$ cat config.mk
export PLATFORM = sky130hd
export DESIGN_NAME = umic_ctrl
export DESIGN_NICKNAME = d
export VERILOG_FILES = /design/src/umic_pkg.sv /design/src/umic_ctrl.sv /design/src/umic_prio.sv /design/src/umic_sync.sv
export SDC_FILE = /design/constraint.sdc
export NUM_CORES = 1
export LEC_CHECK = 0
export BUFFER_PORTS_ARGS = -buffer_cell sky130_fd_sc_hd__buf_4
export CAP_MARGIN = 20
export CORE_MARGIN = 3
export CORE_UTILIZATION = 51
export CTS_BUF_LIST = sky130_fd_sc_hd__clkbuf_4
export DETAILED_ROUTE_END_ITERATION = 10
export PLACE_DENSITY = 0.82
export REMOVE_ABC_BUFFERS = 1
export SKIP_LAST_GASP = 1
export SLEW_MARGIN = 15
export SYNTH_ARGS = -nofsm -noshare
export SYNTH_HDL_FRONTEND = slang
export SYNTH_SLANG_ARGS = --single-unit
$ cat constraint.sdc
create_clock -name pclk -period 1.8 [get_ports pclk]
set_input_delay 0.09 -clock pclk [delete_from_list [all_inputs] [get_ports pclk]]
set_output_delay 0.09 -clock pclk [all_outputs]
set_load 0.01 [all_outputs]
$ cat src/umic_pkg.sv
package umic_pkg;

    // ==========================================================
    // Register byte offsets on the APB
    localparam logic [7:0] UMIC_OFF_IER  = 8'h04;
    localparam logic [7:0] UMIC_OFF_IIR  = 8'h08;
    localparam logic [7:0] UMIC_OFF_LSR  = 8'h14;
    localparam logic [7:0] UMIC_OFF_MCR  = 8'h10;
    localparam logic [7:0] UMIC_OFF_MSR  = 8'h18;

    // ==========================================================
    // Reset values and field masks
    localparam logic [7:0] UMIC_IER_RST  = 8'h00;
    localparam logic [7:0] UMIC_MCR_RST  = 8'h00;
    localparam logic [7:0] UMIC_LSR_RST  = 8'h60;
    localparam logic [3:0] UMIC_IER_MASK = 4'hF;
    localparam logic [4:0] UMIC_MCR_MASK = 5'h1F;
    localparam int         UMIC_MCR_LOOP = 4;

    // Interrupt identification codes, bits 2:0
    localparam logic [2:0] UMIC_ID_NONE  = 3'h1;
    localparam logic [2:0] UMIC_ID_LINE  = 3'h6;
    localparam logic [2:0] UMIC_ID_RXD   = 3'h4;
    localparam logic [2:0] UMIC_ID_TX_HOLDING_EMPTY  = 3'h2;
    localparam logic [2:0] UMIC_ID_MDM   = 3'h0;

    // Synchroniser depth
    localparam int         UMIC_SYNC_STAGES = 2;

endpackage : umic_pkg

$ cat src/umic_ctrl.sv
// The APB register port and the address map are this design's own decisions.
`timescale 1ns/1ps
// ==========================================================
// Modem control, modem status and interrupt enable block
// Operation
// INTERRUPT_ENABLE bit0 gates received-data interrupt
// INTERRUPT_ENABLE bit1 gates transmit-empty interrupt
// INTERRUPT_ENABLE bit2 gates line-status interrupt
// INTERRUPT_ENABLE bit3 gates modem-status interrupt
// INTERRUPT_ENABLE upper four bits read zero
// All enables zero inhibit identification and irq
// MODEM_CONTROL bit0 drives terminal-ready pin inverted
// MODEM_CONTROL bit1 drives request-to-send pin inverted
// MODEM_CONTROL bits2,3 drive auxiliary pins inverted
// Loopback marks tx pin, loops serial data
// Loopback routes control outputs to modem inputs
// Loopback modem interrupts come from MODEM_CONTROL bits
// Software may write line/modem status ones
// Software reprograms before clearing loopback
// MODEM_CONTROL bits 5 to 7 read zero
// Change flags clear on status read
// Bits 0,1,3 flag cts/dsr/carrier changes
// Bit 2 flags ring trailing edge only
// Any change flag requests modem interrupt
// Status bits 4-7 complement input pins
// Loopback status bits 4-7 mirror MODEM_CONTROL
// Priority: line, data, empty, modem
// Line bits 1-4 errors raise line interrupt
// Inputs synchronised before edge detection
// Reset clears INTERRUPT_ENABLE and MODEM_CONTROL
module umic_ctrl
    import umic_pkg::*;
(
    input  wire logic        pclk,
    input  wire logic        presetn,
    input  wire logic        ce,
    input  wire logic        psel,
    input  wire logic        penable,
    input  wire logic        pwrite,
    input  wire logic [7:0]  paddr,
    input  wire logic [31:0] pwdata,
    output logic      [31:0] prdata,
    output logic             pready,
    output logic             pslverr,
    input  wire logic        cts_n_in,
    input  wire logic        dsr_n_in,
    input  wire logic        ring_n_in,
    input  wire logic        carrier_detect_in_n,
    input  wire logic        serial_rx_pin,
    input  wire logic        tx_shift_out,
    input  wire logic        rx_data_ready,
    input  wire logic        tx_holding_empty,
    input  wire logic [3:0]  line_err_set,
    output logic             rx_shift_in,
    output logic             serial_tx_pin,
    output logic             term_ready_n,
    output logic             req_to_send_n,
    output logic             aux_user_output_a_n,
    output logic             aux_user_output_b_n,
    output logic             irq_out
);
    // ==========================================================
    // Registers
    logic [3:0] ier_reg;
    logic [4:0] mcr_reg;
    logic [3:0] msr_flags_reg;
    logic [3:0] mdm_prev_reg;
    logic [5:0] lsr_reg;
    logic [2:0] iir_reg;
    logic       prime_reg;
    logic [3:0] msr_flags_next;
    logic [3:0] mdm_raw;
    logic [3:0] mdm_sync;
    logic [5:0] lsr_next;

    // Bus decode
    wire        acc      = psel && penable && ce;
    wire        wr       = acc && pwrite;
    wire        rd       = acc && !pwrite;
    wire        hit_ier  = (paddr == UMIC_OFF_IER);
    wire        hit_mcr  = (paddr == UMIC_OFF_MCR);
    wire        hit_msr  = (paddr == UMIC_OFF_MSR);
    wire        hit_lsr  = (paddr == UMIC_OFF_LSR);
    wire        hit_iir  = (paddr == UMIC_OFF_IIR);
    wire        mapped   = hit_ier | hit_mcr | hit_msr | hit_lsr | hit_iir;
    wire        loop     = mcr_reg[UMIC_MCR_LOOP];

    // ==========================================================
    // Modem inputs: pins are active low, status reads their complement
    assign mdm_raw = {~carrier_detect_in_n, ~ring_n_in, ~dsr_n_in, ~cts_n_in};

    genvar gi;
    generate
        for (gi = 0; gi < 4; gi++) begin : g_sync
            umic_sync u_sync (
                .pclk    (pclk),
                .presetn (presetn),
                .ce      (ce),
                .d_in    (mdm_raw[gi]),
                .q_out   (mdm_sync[gi])
            );
        end
    endgenerate

    // Loopback swaps real lines for MODEM_CONTROL: cts<-rts, dsr<-dtr, ri<-aux_user_output_a, dcd<-aux_user_output_b
    wire [3:0] mdm_now = loop ? {mcr_reg[3], mcr_reg[2], mcr_reg[0], mcr_reg[1]}
                              : mdm_sync;
    wire [3:0] mdm_chg = mdm_now ^ mdm_prev_reg;
    wire [3:0] mdm_evt = {mdm_chg[3], mdm_prev_reg[2] & ~mdm_now[2],
                          mdm_chg[1], mdm_chg[0]};
    wire       msr_wr  = wr && hit_msr;
    wire       msr_rd  = rd && hit_msr;
    wire       lsr_wr  = wr && hit_lsr;
    wire       lsr_rd  = rd && hit_lsr;

    // Set wins over read clear; test writes may set flags too
    always_comb begin
        msr_flags_next = msr_rd ? 4'h0 : msr_flags_reg;
        if (msr_wr) begin
            msr_flags_next = msr_flags_next | pwdata[3:0];
        end
        msr_flags_next = msr_flags_next | mdm_evt;
    end

    // Line status: errors clear on read, bit 0 and 5 mirror inputs
    always_comb begin
        lsr_next = lsr_reg;
        lsr_next[0] = rx_data_ready;
        lsr_next[5] = tx_holding_empty;
        if (lsr_rd) begin
            lsr_next[4:1] = 4'h0;
        end
        if (lsr_wr) begin
            lsr_next = lsr_next | pwdata[5:0];
        end
        lsr_next[4:1] = lsr_next[4:1] | line_err_set;
    end

    // ==========================================================
    // Interrupt sources, each gated by its enable
    wire rxd_src  = lsr_reg[0];
    wire tx_holding_empty_src = lsr_reg[5];
    wire line_src = |lsr_reg[4:1];
    wire mdm_src  = |msr_flags_reg;
    wire rxd_req  = rxd_src  & ier_reg[0];
    wire tx_holding_empty_req = tx_holding_empty_src & ier_reg[1];
    wire line_req = line_src & ier_reg[2];
    wire mdm_req  = mdm_src  & ier_reg[3];
    wire any_req  = rxd_req | tx_holding_empty_req | line_req | mdm_req;
    logic [2:0] id_code;

    umic_prio u_prio (
        .line_req (line_req),
        .rxd_req  (rxd_req),
        .tx_holding_empty_req (tx_holding_empty_req),
        .mdm_req  (mdm_req),
        .id_code  (id_code)
    );

    // Read data select; upper bits of INTERRUPT_ENABLE and MODEM_CONTROL read zero
    wire [7:0] rd_byte = hit_ier ? {4'h0, ier_reg}
                       : hit_mcr ? {3'h0, mcr_reg}
                       : hit_msr ? {mdm_now, msr_flags_reg}
                       : hit_lsr ? {2'b00, lsr_reg}
                       : hit_iir ? {5'h00, iir_reg} : 8'h00;

    // ==========================================================
    // Control registers, cleared at reset
    always_ff @(posedge pclk or negedge presetn) begin
        if (!presetn) begin
            ier_reg <= UMIC_IER_RST[3:0];
            mcr_reg <= UMIC_MCR_RST[4:0];
        end else if (wr) begin
            if (hit_ier) ier_reg <= pwdata[3:0] & UMIC_IER_MASK;
            if (hit_mcr) mcr_reg <= pwdata[4:0] & UMIC_MCR_MASK;
        end
    end

    // Status registers and edge history
    always_ff @(posedge pclk or negedge presetn) begin
        if (!presetn) begin
            msr_flags_reg <= 4'h0;
            mdm_prev_reg  <= 4'h0;
            lsr_reg       <= UMIC_LSR_RST[5:0];
            prime_reg     <= 1'b0;
        end else if (ce) begin
            prime_reg     <= 1'b1;
            mdm_prev_reg  <= mdm_now;
            msr_flags_reg <= prime_reg ? msr_flags_next : 4'h0;
            lsr_reg       <= lsr_next;
        end
    end

    // Identification and irq; inhibited when nothing enabled
    always_ff @(posedge pclk or negedge presetn) begin
        if (!presetn) begin
            iir_reg <= UMIC_ID_NONE;
            irq_out <= 1'b0;
        end else if (ce) begin
            iir_reg <= (ier_reg == 4'h0) ? UMIC_ID_NONE : id_code;
            irq_out <= any_req;
        end
    end

    // Modem control pins, inverted; serial path with loopback
    always_ff @(posedge pclk or negedge presetn) begin
        if (!presetn) begin
            term_ready_n        <= 1'b1;
            req_to_send_n       <= 1'b1;
            aux_user_output_a_n <= 1'b1;
            aux_user_output_b_n <= 1'b1;
            serial_tx_pin       <= 1'b1;
            rx_shift_in         <= 1'b1;
        end else if (ce) begin
            term_ready_n        <= ~mcr_reg[0];
            req_to_send_n       <= ~mcr_reg[1];
            aux_user_output_a_n <= ~mcr_reg[2];
            aux_user_output_b_n <= ~mcr_reg[3];
            serial_tx_pin       <= loop ? 1'b1 : tx_shift_out;
            rx_shift_in         <= loop ? tx_shift_out : serial_rx_pin;
        end
    end

    // APB answer, zero wait states; unmapped gives slverr
    always_ff @(posedge pclk or negedge presetn) begin
        if (!presetn) begin
            prdata  <= 32'h0000_0000;
            pready  <= 1'b0;
            pslverr <= 1'b0;
        end else if (ce) begin
            pready  <= psel && !penable;
            pslverr <= psel && !penable && !mapped;
            prdata  <= {24'h00_0000, rd_byte};
        end
    end
endmodule // umic_ctrl

$ cat src/umic_prio.sv
`timescale 1ns/1ps
// ==========================================================
// Fixed-priority encoder for the four interrupt sources
module umic_prio
    import umic_pkg::*;
(
    input  wire logic       line_req,
    input  wire logic       rxd_req,
    input  wire logic       tx_holding_empty_req,
    input  wire logic       mdm_req,
    output logic      [2:0] id_code
);
    // Line status first, modem status last
    assign id_code = line_req ? UMIC_ID_LINE :
                     rxd_req  ? UMIC_ID_RXD  :
                     tx_holding_empty_req ? UMIC_ID_TX_HOLDING_EMPTY :
                     mdm_req  ? UMIC_ID_MDM  : UMIC_ID_NONE;
endmodule // umic_prio

$ cat src/umic_sync.sv
`timescale 1ns/1ps
// ==========================================================
// Two-flop synchroniser for one modem input
module umic_sync
    import umic_pkg::*;
(
    input  wire logic pclk,
    input  wire logic presetn,
    input  wire logic ce,
    input  wire logic d_in,
    output logic      q_out
);
    logic meta_reg;

    // First stage feeds only the second stage
    always_ff @(posedge pclk or negedge presetn) begin
        if (!presetn) begin
            meta_reg <= 1'b0;
            q_out    <= 1'b0;
        end else if (ce) begin
            meta_reg <= d_in;
            q_out    <= meta_reg;
        end
    end
endmodule // umic_sync

; Word level (Yosys, flattened, before mapping)
; Cells that the tools add are included.
[word_totals]
ff_bits = 52
output_inout_bits = 41
[op_classes]
n_eq_ne = 5
mux = 18
bitwise_logic = 26
n_reduce_logical = 18
[op_table]
columns = cell, count
row1 = $eq A8 B5 Y1 const B, 3
row2 = $mux W8, 3
row3 = $mux W4, 5
row4 = $mux W3, 5
row5 = $mux W6, 2
row6 = $or A4 B4 Y4, 3
row7 = $logic_and A1 B1 Y1, 10
row8 = $not A1 Y1, 9
row9 = $eq A8 B3 Y1 const B, 1
row10 = $eq A8 B4 Y1 const B, 1
row11 = $reduce_or A4 Y1, 2
row12 = $or A1 B1 Y1, 7
row13 = $or A6 B6 Y6, 1
row14 = $and A1 B1 Y1, 5
row15 = $logic_not A4 Y1, 1
row16 = $reduce_and A2 Y1, 2
row17 = $xor A4 B4 Y4, 1
row18 = $logic_not A1 Y1, 3
row19 = $mux W1, 3

; Longest topological paths before layout
; Gate-level depths: netlist of run 1.
[logic_depth]
word_depth = 9
mapped_depth = 6
mapped_depth_nobuf = 4

; Modules after synthesis
; From an unflattened synthesis of run 1, not the netlist that was laid out.
[unflattened]
hier_cells = 263
hier_area_um2 = 2732.6
[modules_own_cells]
columns = mod, n_inst, cells_each, area_per_inst_um2, seq_area_each_um2
row1 = umic_ctrl, 1, 243, 2411.1, 1111.1
row2 = umic_sync, 4, 4, 72.6, 50.0
row3 = umic_prio, 1, 4, 31.3, 0.0

; Least setup slack after synthesis of run 1
; OpenSTA, ideal clock, no wires.
[synth_timing]
path_type = input -> register
startpoint = input paddr[2]
endpoint = register lsr_reg[1]
arrival_ns = 1.328
required_time_ns = 1.668
setup_slack_ns = 0.340
cell_stages = 5
cell_sequence = buf_6 > or4b_4 > or4_4 > nand2_1 > o21ai_1
[synth_between]
elab_chain_len = 6
elab_cells_between_ends = 7
[synth_rtl]
columns = item, line
row1 = from (decl), umic_ctrl.sv:40  ; input wire logic [7:0] paddr,
row2 = $eq A8 B5 Y1 (*), umic_ctrl.sv:83  ; wire hit_lsr = (paddr == UMIC_OFF_LSR);
row3 = $logic_and A1 B1 Y1, umic_ctrl.sv:114  ; wire lsr_rd = rd && hit_lsr;
row4 = $mux W4, umic_ctrl.sv:130  ; if (lsr_rd) begin
row5 = $or A6 B6 Y6, umic_ctrl.sv:134  ; lsr_next = lsr_next | pwdata[5:0];
row6 = $mux W6 (*), umic_ctrl.sv:133  ; if (lsr_wr) begin
row7 = $or A4 B4 Y4 (*), umic_ctrl.sv:136  ; lsr_next[4:1] = lsr_next[4:1] | line_err_set;
row8 = to (signal assigned), umic_ctrl.sv:184  ; lsr_reg <= UMIC_LSR_RST[5:0];
row9 = to (signal assigned), umic_ctrl.sv:190  ; lsr_reg <= lsr_next;
row10 = to (decl), umic_ctrl.sv:68  ; logic [5:0] lsr_reg;
; Mark *: on every way between the ends. The rest lies on a longest branch, timed or not.
; A chain may end at the register's enable or synchronous reset.

; Worst setup path in the final report of run 1
[layout_timing]
startpoint = input penable
endpoint = register lsr_reg[2]
[layout_between]
elab_chain_len = 8
elab_cells_between_ends = 10
[layout_rtl]
columns = item, line
row1 = from (decl), umic_ctrl.sv:38  ; input wire logic penable,
row2 = $logic_and A1 B1 Y1 (*) (2 in a row), umic_ctrl.sv:77  ; wire acc = psel && penable && ce;
row3 = $logic_and A1 B1 Y1, umic_ctrl.sv:79  ; wire rd = acc && !pwrite;
row4 = $logic_and A1 B1 Y1, umic_ctrl.sv:114
row5 = $mux W4, umic_ctrl.sv:130
row6 = $or A6 B6 Y6, umic_ctrl.sv:134
row7 = $mux W6 (*), umic_ctrl.sv:133
row8 = $or A4 B4 Y4 (*), umic_ctrl.sv:136
; Marked as above.

==> results.md, run 1 <==
* Top post-synthesis cells by area: dfrtp_1, dfstp_2, buf_4
* Final Cycle Share at 97.7%
* Class of the worst hold path: input port to flop
* Post-synth top area share at 40.7%
* Largest net degree at the start of global routing at 53
* Post-Route WL at 6350 um
* M3 GR Usage at 4.08%
* Clock Path Buffers at 2
* Num ports at 99
* Flop pwr share at 58.4%
* Leak Pwr at 1.55 nW
* Nature of the critical path endpoint: flop
* Post-route antenna net violation count at 0
* Clock share of power at 23.6%
* CTS tree: built
* GR Layer Usage met1 at 27.1%
* Area leader, netlist: dfrtp_1
* Syn. warnings at 0
* RSZ-0062 raised after global routing: false
* Vias at 2174
* Total track usage at 21.3%
* Gr busiest metal: met2
* Seq/Total Area, Yosys at 48.5%
* Yosys reg bits at 52
* CP required at 2.11 ns
* Avg Vias per Cell at 5.49
* Violations in the final reports: negative hold slack
* Max Cap Viol at 0
* Post-detail-place hpwl at 4580 um
* Crit path kind: input port to flop
* Worst Hold Margin at -0.0164 ns
* Mapped Cells at 255
* Worst Path Max Fanout at 4
* Filler instances at 419
* Wire per inst at 16.0 um
* Grt met2 use at 36.8%
* Core area at 4910 um^2
* DR pass1 iterations at 4
* Initial Util at 55.0%
* Cell Rows at 25
* Worst Max-Slew Pin Slew at 0.617 ns
* Cell area after synthesis at 2700 um^2
* Top post-synthesis cells by count: dfrtp_1, buf_4, nand2_1, a21oi_1
* Sw Share at 27.4%
* Global route overflow at 0
* Port bufs at 48
* Initial antenna violation count at 0
* Worst VDD drop at 0.577 mV
* Max reg flops at 8
* Setup TNS Final at 0 ns
* Startpoint Class: input port
* Clock-pin slew on the worst setup and hold paths at 0.14 ns
* Most numerous cell in the Yosys netlist: dfrtp_1
* Max_slew headroom at 58.9%
* Final GP Congestion at 0.891
* Mean Syn Cell Area at 10.6 um^2
* Placed Cells at 364
* DRC at 0
* Slew Limit Fails at 0
* Clock skew at 0.00707 ns
* Height of the die at 78.8 um
* Prevailing post-synth register cell: dfrtp_1
* EDFF count, synth at 0
* PD cells at 656 nW/um^2
* Die X at 78.8 um
* Combinational Power Share at 18.1%
* Async SR Flop Fraction at 100%
* H-tree depth at 2
* Arrival @ worst endpoint at 2.07 ns
* Post-Layout Cell Count at 396
* Syn-to-layout area delta at 23.8%
* Vias in the first global route at 2124
* Cts bufs inserted at 5
* Tmin final at 1.76 ns
* CTS sink count at 52
* Cell variety after synth at 48
* Total power at 2.19 mW
* # setup viols final at 0
* Pint at 1.59 mW
* Status: finished, violations left
* Clk Latency, worst-skew pair at 0.37 ns
* Share of layout cells above drive strength 1 at 29.2%
* Psw at 0.602 mW
* Total die area at 6210 um^2
* DRT iter0 DRCs at 153
* Nets at 386
* Fin. Hold Viols at 1
* CTS Root Cell: clkbuf_4
* Max Freq at 0.569 GHz
* Antenna cell count at 0
* First-pass GRT wire length at 10400 um
[stage by stage]
stage / setup slack (ns) / cell area, um^2 / util [%]
3_3_place_gp: 0.163 / 3050 / 62.2
5_1_grt: 0.0208 / 3350 / 68.1
2_1_floorplan: 0.364 / 2550 / -
4_1_cts: 0.0389 / 3320 / 67.6
3_5_place_dp: 0.134 / 3050 / 62.2
6_report: 0.0413 / 3350 / 68.1
[logic make-up (layout without fill, tap and decap cells)]
logic type                count (synthesis)  in the layout  share of synthesized area, %
xor gates and xnor gates                  3              3                         0.972
DFF                                      52             52                          48.5
and+or+nand+nor                          62             62                          14.0
AOI/OAI and AO/OA                        74             74                          18.3
buffers and inverters                    44             95                          9.86
other                                     1             24                         0.139
muxes                                    19             19                          8.19
[routing by layer]
metal	part of all wire [%]	vias up
met3	6.7	8
li1	-	1022
met4	1.3	0
met5	0	-
met1	42	1055
met2	50	89
[power by group through the flow]
stage / Combinational, mW / Sequential (mW) / Clock [mW]
floorplan: 0.162 / 1.30 / 0
global placement: 0.345 / 1.30 / 0
detailed placement: 0.354 / 1.30 / 0
CTS: 0.394 / 1.28 / 0.538
global route: 0.438 / 1.29 / 0.588
finish: 0.396 / 1.28 / 0.518
[area by class of cell]
| class | count | area (um^2) | share of cell area, % |
|---|---|---|---|
| flip-flops and latches | 52 | 1310 | 39.2 |
| multi-input cells | 182 | 1210 | 36.2 |
| repair buffers | 80 | 656 | 19.6 |
| well taps | 67 | 83.8 | 2.51 |
| clock buffers | 6 | 45.0 | 1.35 |
| inverters | 7 | 26.3 | 0.785 |
| clock inverters | 2 | 11.3 | 0.337 |
[repair_timing]
item	in CTS	in global routing
gates resized for setup	0	1
hold buffers	21	2
endpoints found under the hold margin	66	2
setup buffers	0	2
setup endpoints to repair	0	3
[worst paths after layout]
| check | start | end | slack, ns | cells past startpoint |
|---|---|---|---|---|
| min in group asynchronous | presetn | g_sync[1].u_sync.q_out | 0.26 | 2 |
| setup / recovery | penable | lsr_reg[2] | 0.04 | 7 |
| max in group asynchronous | presetn | pslverr | 1.14 | 2 |
| hold / removal | pwdata[5] | lsr_reg[5] | -0.02 | 3 |
| setup reg to reg | lsr_reg[1] | irq_out | 0.32 | 4 |
| hold reg to reg | iir_reg[0] | iir_reg[0] | 0.50 | 2 |
[critical path, cell delays in order]
cell and delay, ns:
dlygate4sd3_1 0.54, buf_4 0.14, nand4_1 0.23, nor3_4 0.30, a21oi_1 0.09, dlygate4sd3_1 0.57, o21ai_1 0.11
[layout by cell type, fill, tap and decap left out, types with 3 or more instances in the layout]
cell	netlist	layout
xnor2_1	3	3
mux2_4	4	4
nor2_1	14	14
o41ai_1	5	5
buf_4	25	58
dlygate4sd3_1	0	22
conb_1	1	24
o21ai_0	14	14
inv_1	6	6
a32oi_1	3	3
nand2_1	22	22
o21ai_1	4	4
and3b_1	3	3
a31oi_1	6	6
mux2_2	9	9
dfrtp_1	44	44
a21oi_1	19	19
mux2i_1	6	6
dfstp_2	8	8
nor3_1	3	3
clkbuf_4	0	6
o2bb2ai_1	8	8
No activity file was read; power rests on OpenSTA's default activity.
==> run 2: changes to the inputs <==
Clock period 1.8 ns to 1.7 ns, I/O delays scaled along.
==> run 2 against run 1 <==
  * Via count fell by 2.6%
  * The flow now finishes without violations
  * Largest cell class unchanged
  * Combinational power up 5.8%
  * Sequential power rose by 5%
  * Clock power rose by 5.4%
==> results.md, run 2 (same netlist as run 1, synthesis figures left out) <==
* CTS sink count at 52
* Nature of the critical path endpoint: flop
* Core area at 4910 um^2
* DRT iter0 DRCs at 217
* Worst Hold Margin at 0.0917 ns
* Initial antenna violation count at 0
* RSZ-0062 raised after global routing: false
* Max Freq at 0.662 GHz
* Kind of cell adding the most delay to the critical path: compound AO/OA/AOI/OAI gates
* First-pass GRT wire length at 10300 um
* Post-CTS Repair Setup Buffers at 0
* Arrival @ worst endpoint at 1.78 ns
* Wire per inst at 15.3 um
* Cell Rows at 25
* Placed cell area at 3080 um^2
* Max_slew headroom at 57.8%
* Buffer and inverter count on the worst path at 0
* Share of layout cells above drive strength 1 at 29.3%
* Total power at 2.32 mW
* Worst Max-Slew Pin Slew at 0.634 ns
* Filler instances at 377
* Avg Vias per Cell at 5.32
* Fin. Hold Viols at 0
* M3 GR Usage at 3.29%
* Combinational Power Share at 18.1%
* Vias at 2118
* DR pass1 iterations at 4
* DRC at 0
* Fin util at 68.5%
* Pint at 1.69 mW
* Final GP Congestion at 0.914
* Num ports at 99
* Clock skew at 0.00622 ns
* Height of the die at 78.8 um
* Vias in the first global route at 2140
* Post-detail-place hpwl at 4500 um
* Max reg flops at 8
* Worst VDD drop at 0.493 mV
* Total die area at 6210 um^2
* Port bufs at 48
* Clock-pin slew on the worst setup and hold paths at 0.14 ns
* Clock Path Buffers at 2
* GR Layer Usage met1 at 28.1%
* Flop pwr share at 58.4%
* Slowest stage delay, CP at 0.47 ns
* Tmin final at 1.51 ns
* Max Cap Viol at 0
* Post-Layout Cell Count at 398
* Commonest non-fill, non-tap cell in the layout: buf_4
* CP required at 1.97 ns
* Slew Limit Fails at 0
* Clock share of power at 23.6%
* Crit path kind: flop to flop
* Startpoint Class: flop
* Syn-to-layout area delta at 24.4%
* Sw Share at 27.0%
* Grt met2 use at 35.6%
* Most frequent cells in the layout: buf_4, dfrtp_1, conb_1
* Final instance area at 3360 um^2
* PostCTS Resize Cnt at 0
* Cts bufs inserted at 5
* Die X at 78.8 um
* Final Cycle Share at 88.8%
* Setup TNS Final at 0 ns
* Leak Pwr at 1.55 nW
* Post-route antenna net violation count at 0
* PD cells at 689 nW/um^2
* Post-Route WL at 6100 um
* Multi-input logic area at 1210 um^2
* H-tree depth at 2
* Total track usage at 21.1%
* Nets at 388
* Initial Util at 55.0%
* Setup WS post-layout at 0.190 ns
* CP cell instances: o41a_1 > a21oi_1 > nand4_1 > o21a_1
* Clk Latency, worst-skew pair at 0.37 ns
* Placed Cells at 367
* CTS Root Cell: clkbuf_4
* Status: completed
* Gr busiest metal: met2
* CTS tree: built
* Worst Path Max Fanout at 3
* Largest net degree at the start of global routing at 53
* Global route overflow at 0
* Slowest CP cell: o41a_1
* # setup viols final at 0
* Pre-CTS setup slack at 0.0583 ns
* Antenna cell count at 0
* Class of the worst hold path: input port to flop
* Register area at 1310 um^2
* Psw at 0.626 mW
[run 2: cell count changes in the layout (fill, tap and decap cells not counted)]
cell	change
a2111oi_0	+1
a2111oi_1	-1
buf_4	+1
dlygate4sd3_1	+1
[run 2: worst register-to-register path: stages, from the launching register on]
cell	delay, ns
dfrtp_1	0.44
o41a_1	0.47
a21oi_1	0.19
nand4_1	0.17
o21a_1	0.14
[run 2: worst paths after layout]
check                                start                to  slack, ns  depth (start not counted)
worst max-delay path            lsr_reg[1]           irq_out       0.19                          4
worst min-delay path                pwrite        lsr_reg[3]       0.09                          4
worst max register to register  lsr_reg[1]           irq_out       0.19                          4
worst min register to register  iir_reg[0]        iir_reg[0]       0.49                          2
max in group asynchronous          presetn  msr_flags_reg[2]       1.01                          2
min in group asynchronous          presetn        lsr_reg[1]       0.27                          2
[run 2: routing by layer]
| metal | part of all wire, % | up-vias |
|---|---|---|
| met5 | 0 | - |
| met4 | 1.4 | 0 |
| met3 | 6.0 | 8 |
| met2 | 49 | 80 |
| met1 | 44 | 1000 |
| li1 | - | 1030 |
[run 2: cell type report]
type | count | area share (%)
clock buffers | 6 | 1.34
clock inverters | 2 | 0.335
inverters | 7 | 0.782
multi-input cells | 182 | 36.0
flip-flops and latches | 52 | 39.0
well taps | 67 | 2.49
repair buffers | 82 | 20.0
[run 2: what timing repair did]
action,4_1_cts,5_1_grt
hold buffers,23,0
hold endpoints to repair,68,0
endpoints found under the setup margin,0,0
[run 2: power by group through the flow]
stage               Sequential [mW]  Combinational (mW)  Clock (mW)
floorplan                      1.38               0.171           0
global placement               1.37               0.369           0
detailed placement             1.38               0.376           0
CTS                            1.35               0.420       0.571
global route                   1.36               0.465       0.627
finish                         1.35               0.419       0.546
==> run 3: changes to the inputs <==
Settings changed: CORE_UTILIZATION 51 to 25, PLACE_DENSITY 0.82 to default, RECOVER_POWER from default to 25.
==> run 3 against run 2 <==
  * Via count rose by 0.47%
  * Non-clock buffer count is 1 lower
  * Die area is 95% higher
  * Count of clock-buffer cells in the layout decreased by 1
  * Global-route usage decreased by 9.2 points
  * Critical endpoint is now pslverr
  * Largest power group unchanged
==> results.md, run 3 (same netlist as run 1, synthesis figures left out) <==
* Status: completed
* Slowest stage delay, CP at 0.57 ns
* Cts bufs inserted at 5
* Initial antenna violation count at 0
* Antenna cell count at 0
* Num ports at 99
* Nature of the critical path endpoint: flop
* Total power at 2.33 mW
* CTS Root Cell: clkbuf_4
* PostCTS Resize Cnt at 0
* Clock-pin slew on the worst setup and hold paths at 0.15 ns
* Fin. Hold Viols at 0
* H-tree depth at 2
* Placed Cells at 436
* Cell Rows at 37
* Max Freq at 0.624 GHz
* CP cell instances: buf_4 > or3_1 > a2111oi_0 > o41ai_1 > dlygate4sd3_1
* Worst Path Max Fanout at 8
* Nets at 387
* Max_slew headroom at 15.1%
* Clock skew at 0.00334 ns
* Final GP Congestion at 0.872
* Crit path kind: input port to flop
* Post-detail-place hpwl at 5220 um
* DRT iter0 DRCs at 97
* Leak Pwr at 1.55 nW
* Vias at 2128
* Total track usage at 11.9%
* CTS tree: built
* Clock Path Buffers at 2
* Class of the worst hold path: input port to flop
* Post-route antenna net violation count at 0
* Buffer and inverter count on the worst path at 2
* Slew Limit Fails at 0
* Commonest non-fill, non-tap cell in the layout: buf_4
* Core area at 10400 um^2
* DRC at 0
* # setup viols final at 0
* Largest net degree at the start of global routing at 53
* Fin util at 32.9%
* Syn-to-layout area delta at 26.9%
* DR pass1 iterations at 4
* RSZ-0062 raised after global routing: false
* Tmin final at 1.60 ns
* Die X at 110 um
* Startpoint Class: input port
* CP required at 1.97 ns
* Port bufs at 48
* Initial Util at 25.9%
* Arrival @ worst endpoint at 1.87 ns
* Total die area at 12100 um^2
* Post-Route WL at 6900 um
* CTS sink count at 52
* Share of layout cells above drive strength 1 at 28.2%
* Max Cap Viol at 0
* Worst Max-Slew Pin Slew at 1.27 ns
* Clk Latency, worst-skew pair at 0.37 ns
* Kind of cell adding the most delay to the critical path: buffers and inverters
* Avg Vias per Cell at 4.57
* Worst VDD drop at 0.340 mV
* First-pass GRT wire length at 10900 um
* Vias in the first global route at 2138
* Post-Layout Cell Count at 466
* Wire per inst at 14.8 um
* PD cells at 680 nW/um^2
* Max reg flops at 8
* Global route overflow at 0
* Final Cycle Share at 94.2%
* Most frequent cells in the layout: buf_4, dfrtp_1, conb_1
* Height of the die at 110 um
* Slowest CP cell: dlygate4sd3_1
## run 3: through the flow
step	worst slack (ns)	hold slack [ns]	area [um^2]	TNS [ns]
after global routing	0.0112	0.0284	3430	0
after floorplan	0.269	-0.211	2550	0
after global placement	0.0502	0.158	3160	0
after CTS	0.119	0.0126	3440	0
final	0.0987	0.0317	3430	0
after detailed placement	-0.0667	0.166	3160	-0.262
## run 3: worst paths after layout
| path | from | to | slack (ns) | depth (start not counted) |
|---|---|---|---|---|
| worst max-delay path | paddr[5] | pslverr | 0.1 | 5 |
| max in group asynchronous | presetn | g_sync[1].u_sync.meta_reg | 0.42 | 2 |
| worst min-delay path | ce | prdata[2] | 0.03 | 2 |
| worst min register to register | prime_reg | prime_reg | 0.49 | 2 |
| worst max register to register | mcr_reg[4] | msr_flags_reg[0] | 0.22 | 4 |
| min in group asynchronous | presetn | g_sync[3].u_sync.meta_reg | 0.50 | 2 |
## run 3: cell type report
class	instances	area, um^2
timing repair buffer	81	657
fill	1078	6990
multi-input combinational	182	1210
clock buffer	5	37.5
sequential	52	1310
clock inverter	3	17.5
tap	136	170
inverter	7	26.3
## run 3: routing by layer
metal | up-vias | GRT usage, % | routed length, um
met5 | - | 0 | 0
met4 | 0 | 3.83 | 59
met3 | 5 | 2.56 | 471
met2 | 75 | 19.0 | 3250
met1 | 1020 | 15.9 | 3120
li1 | 1028 | - | -
## run 3: repair_timing
| action | in CTS | in global routing |
|---|---|---|
| setup buffers | 0 | 0 |
| hold buffers | 22 | 0 |
| hold endpoints to repair | 67 | 0 |
## run 3: where the power goes
group | internal, mW | total [mW] | switching (mW) | leakage (nW)
clock network | 0.161 | 0.562 | 0.401 | 0.0330
logic | 0.201 | 0.419 | 0.218 | 0.897
registers | 1.31 | 1.35 | 0.0417 | 0.617
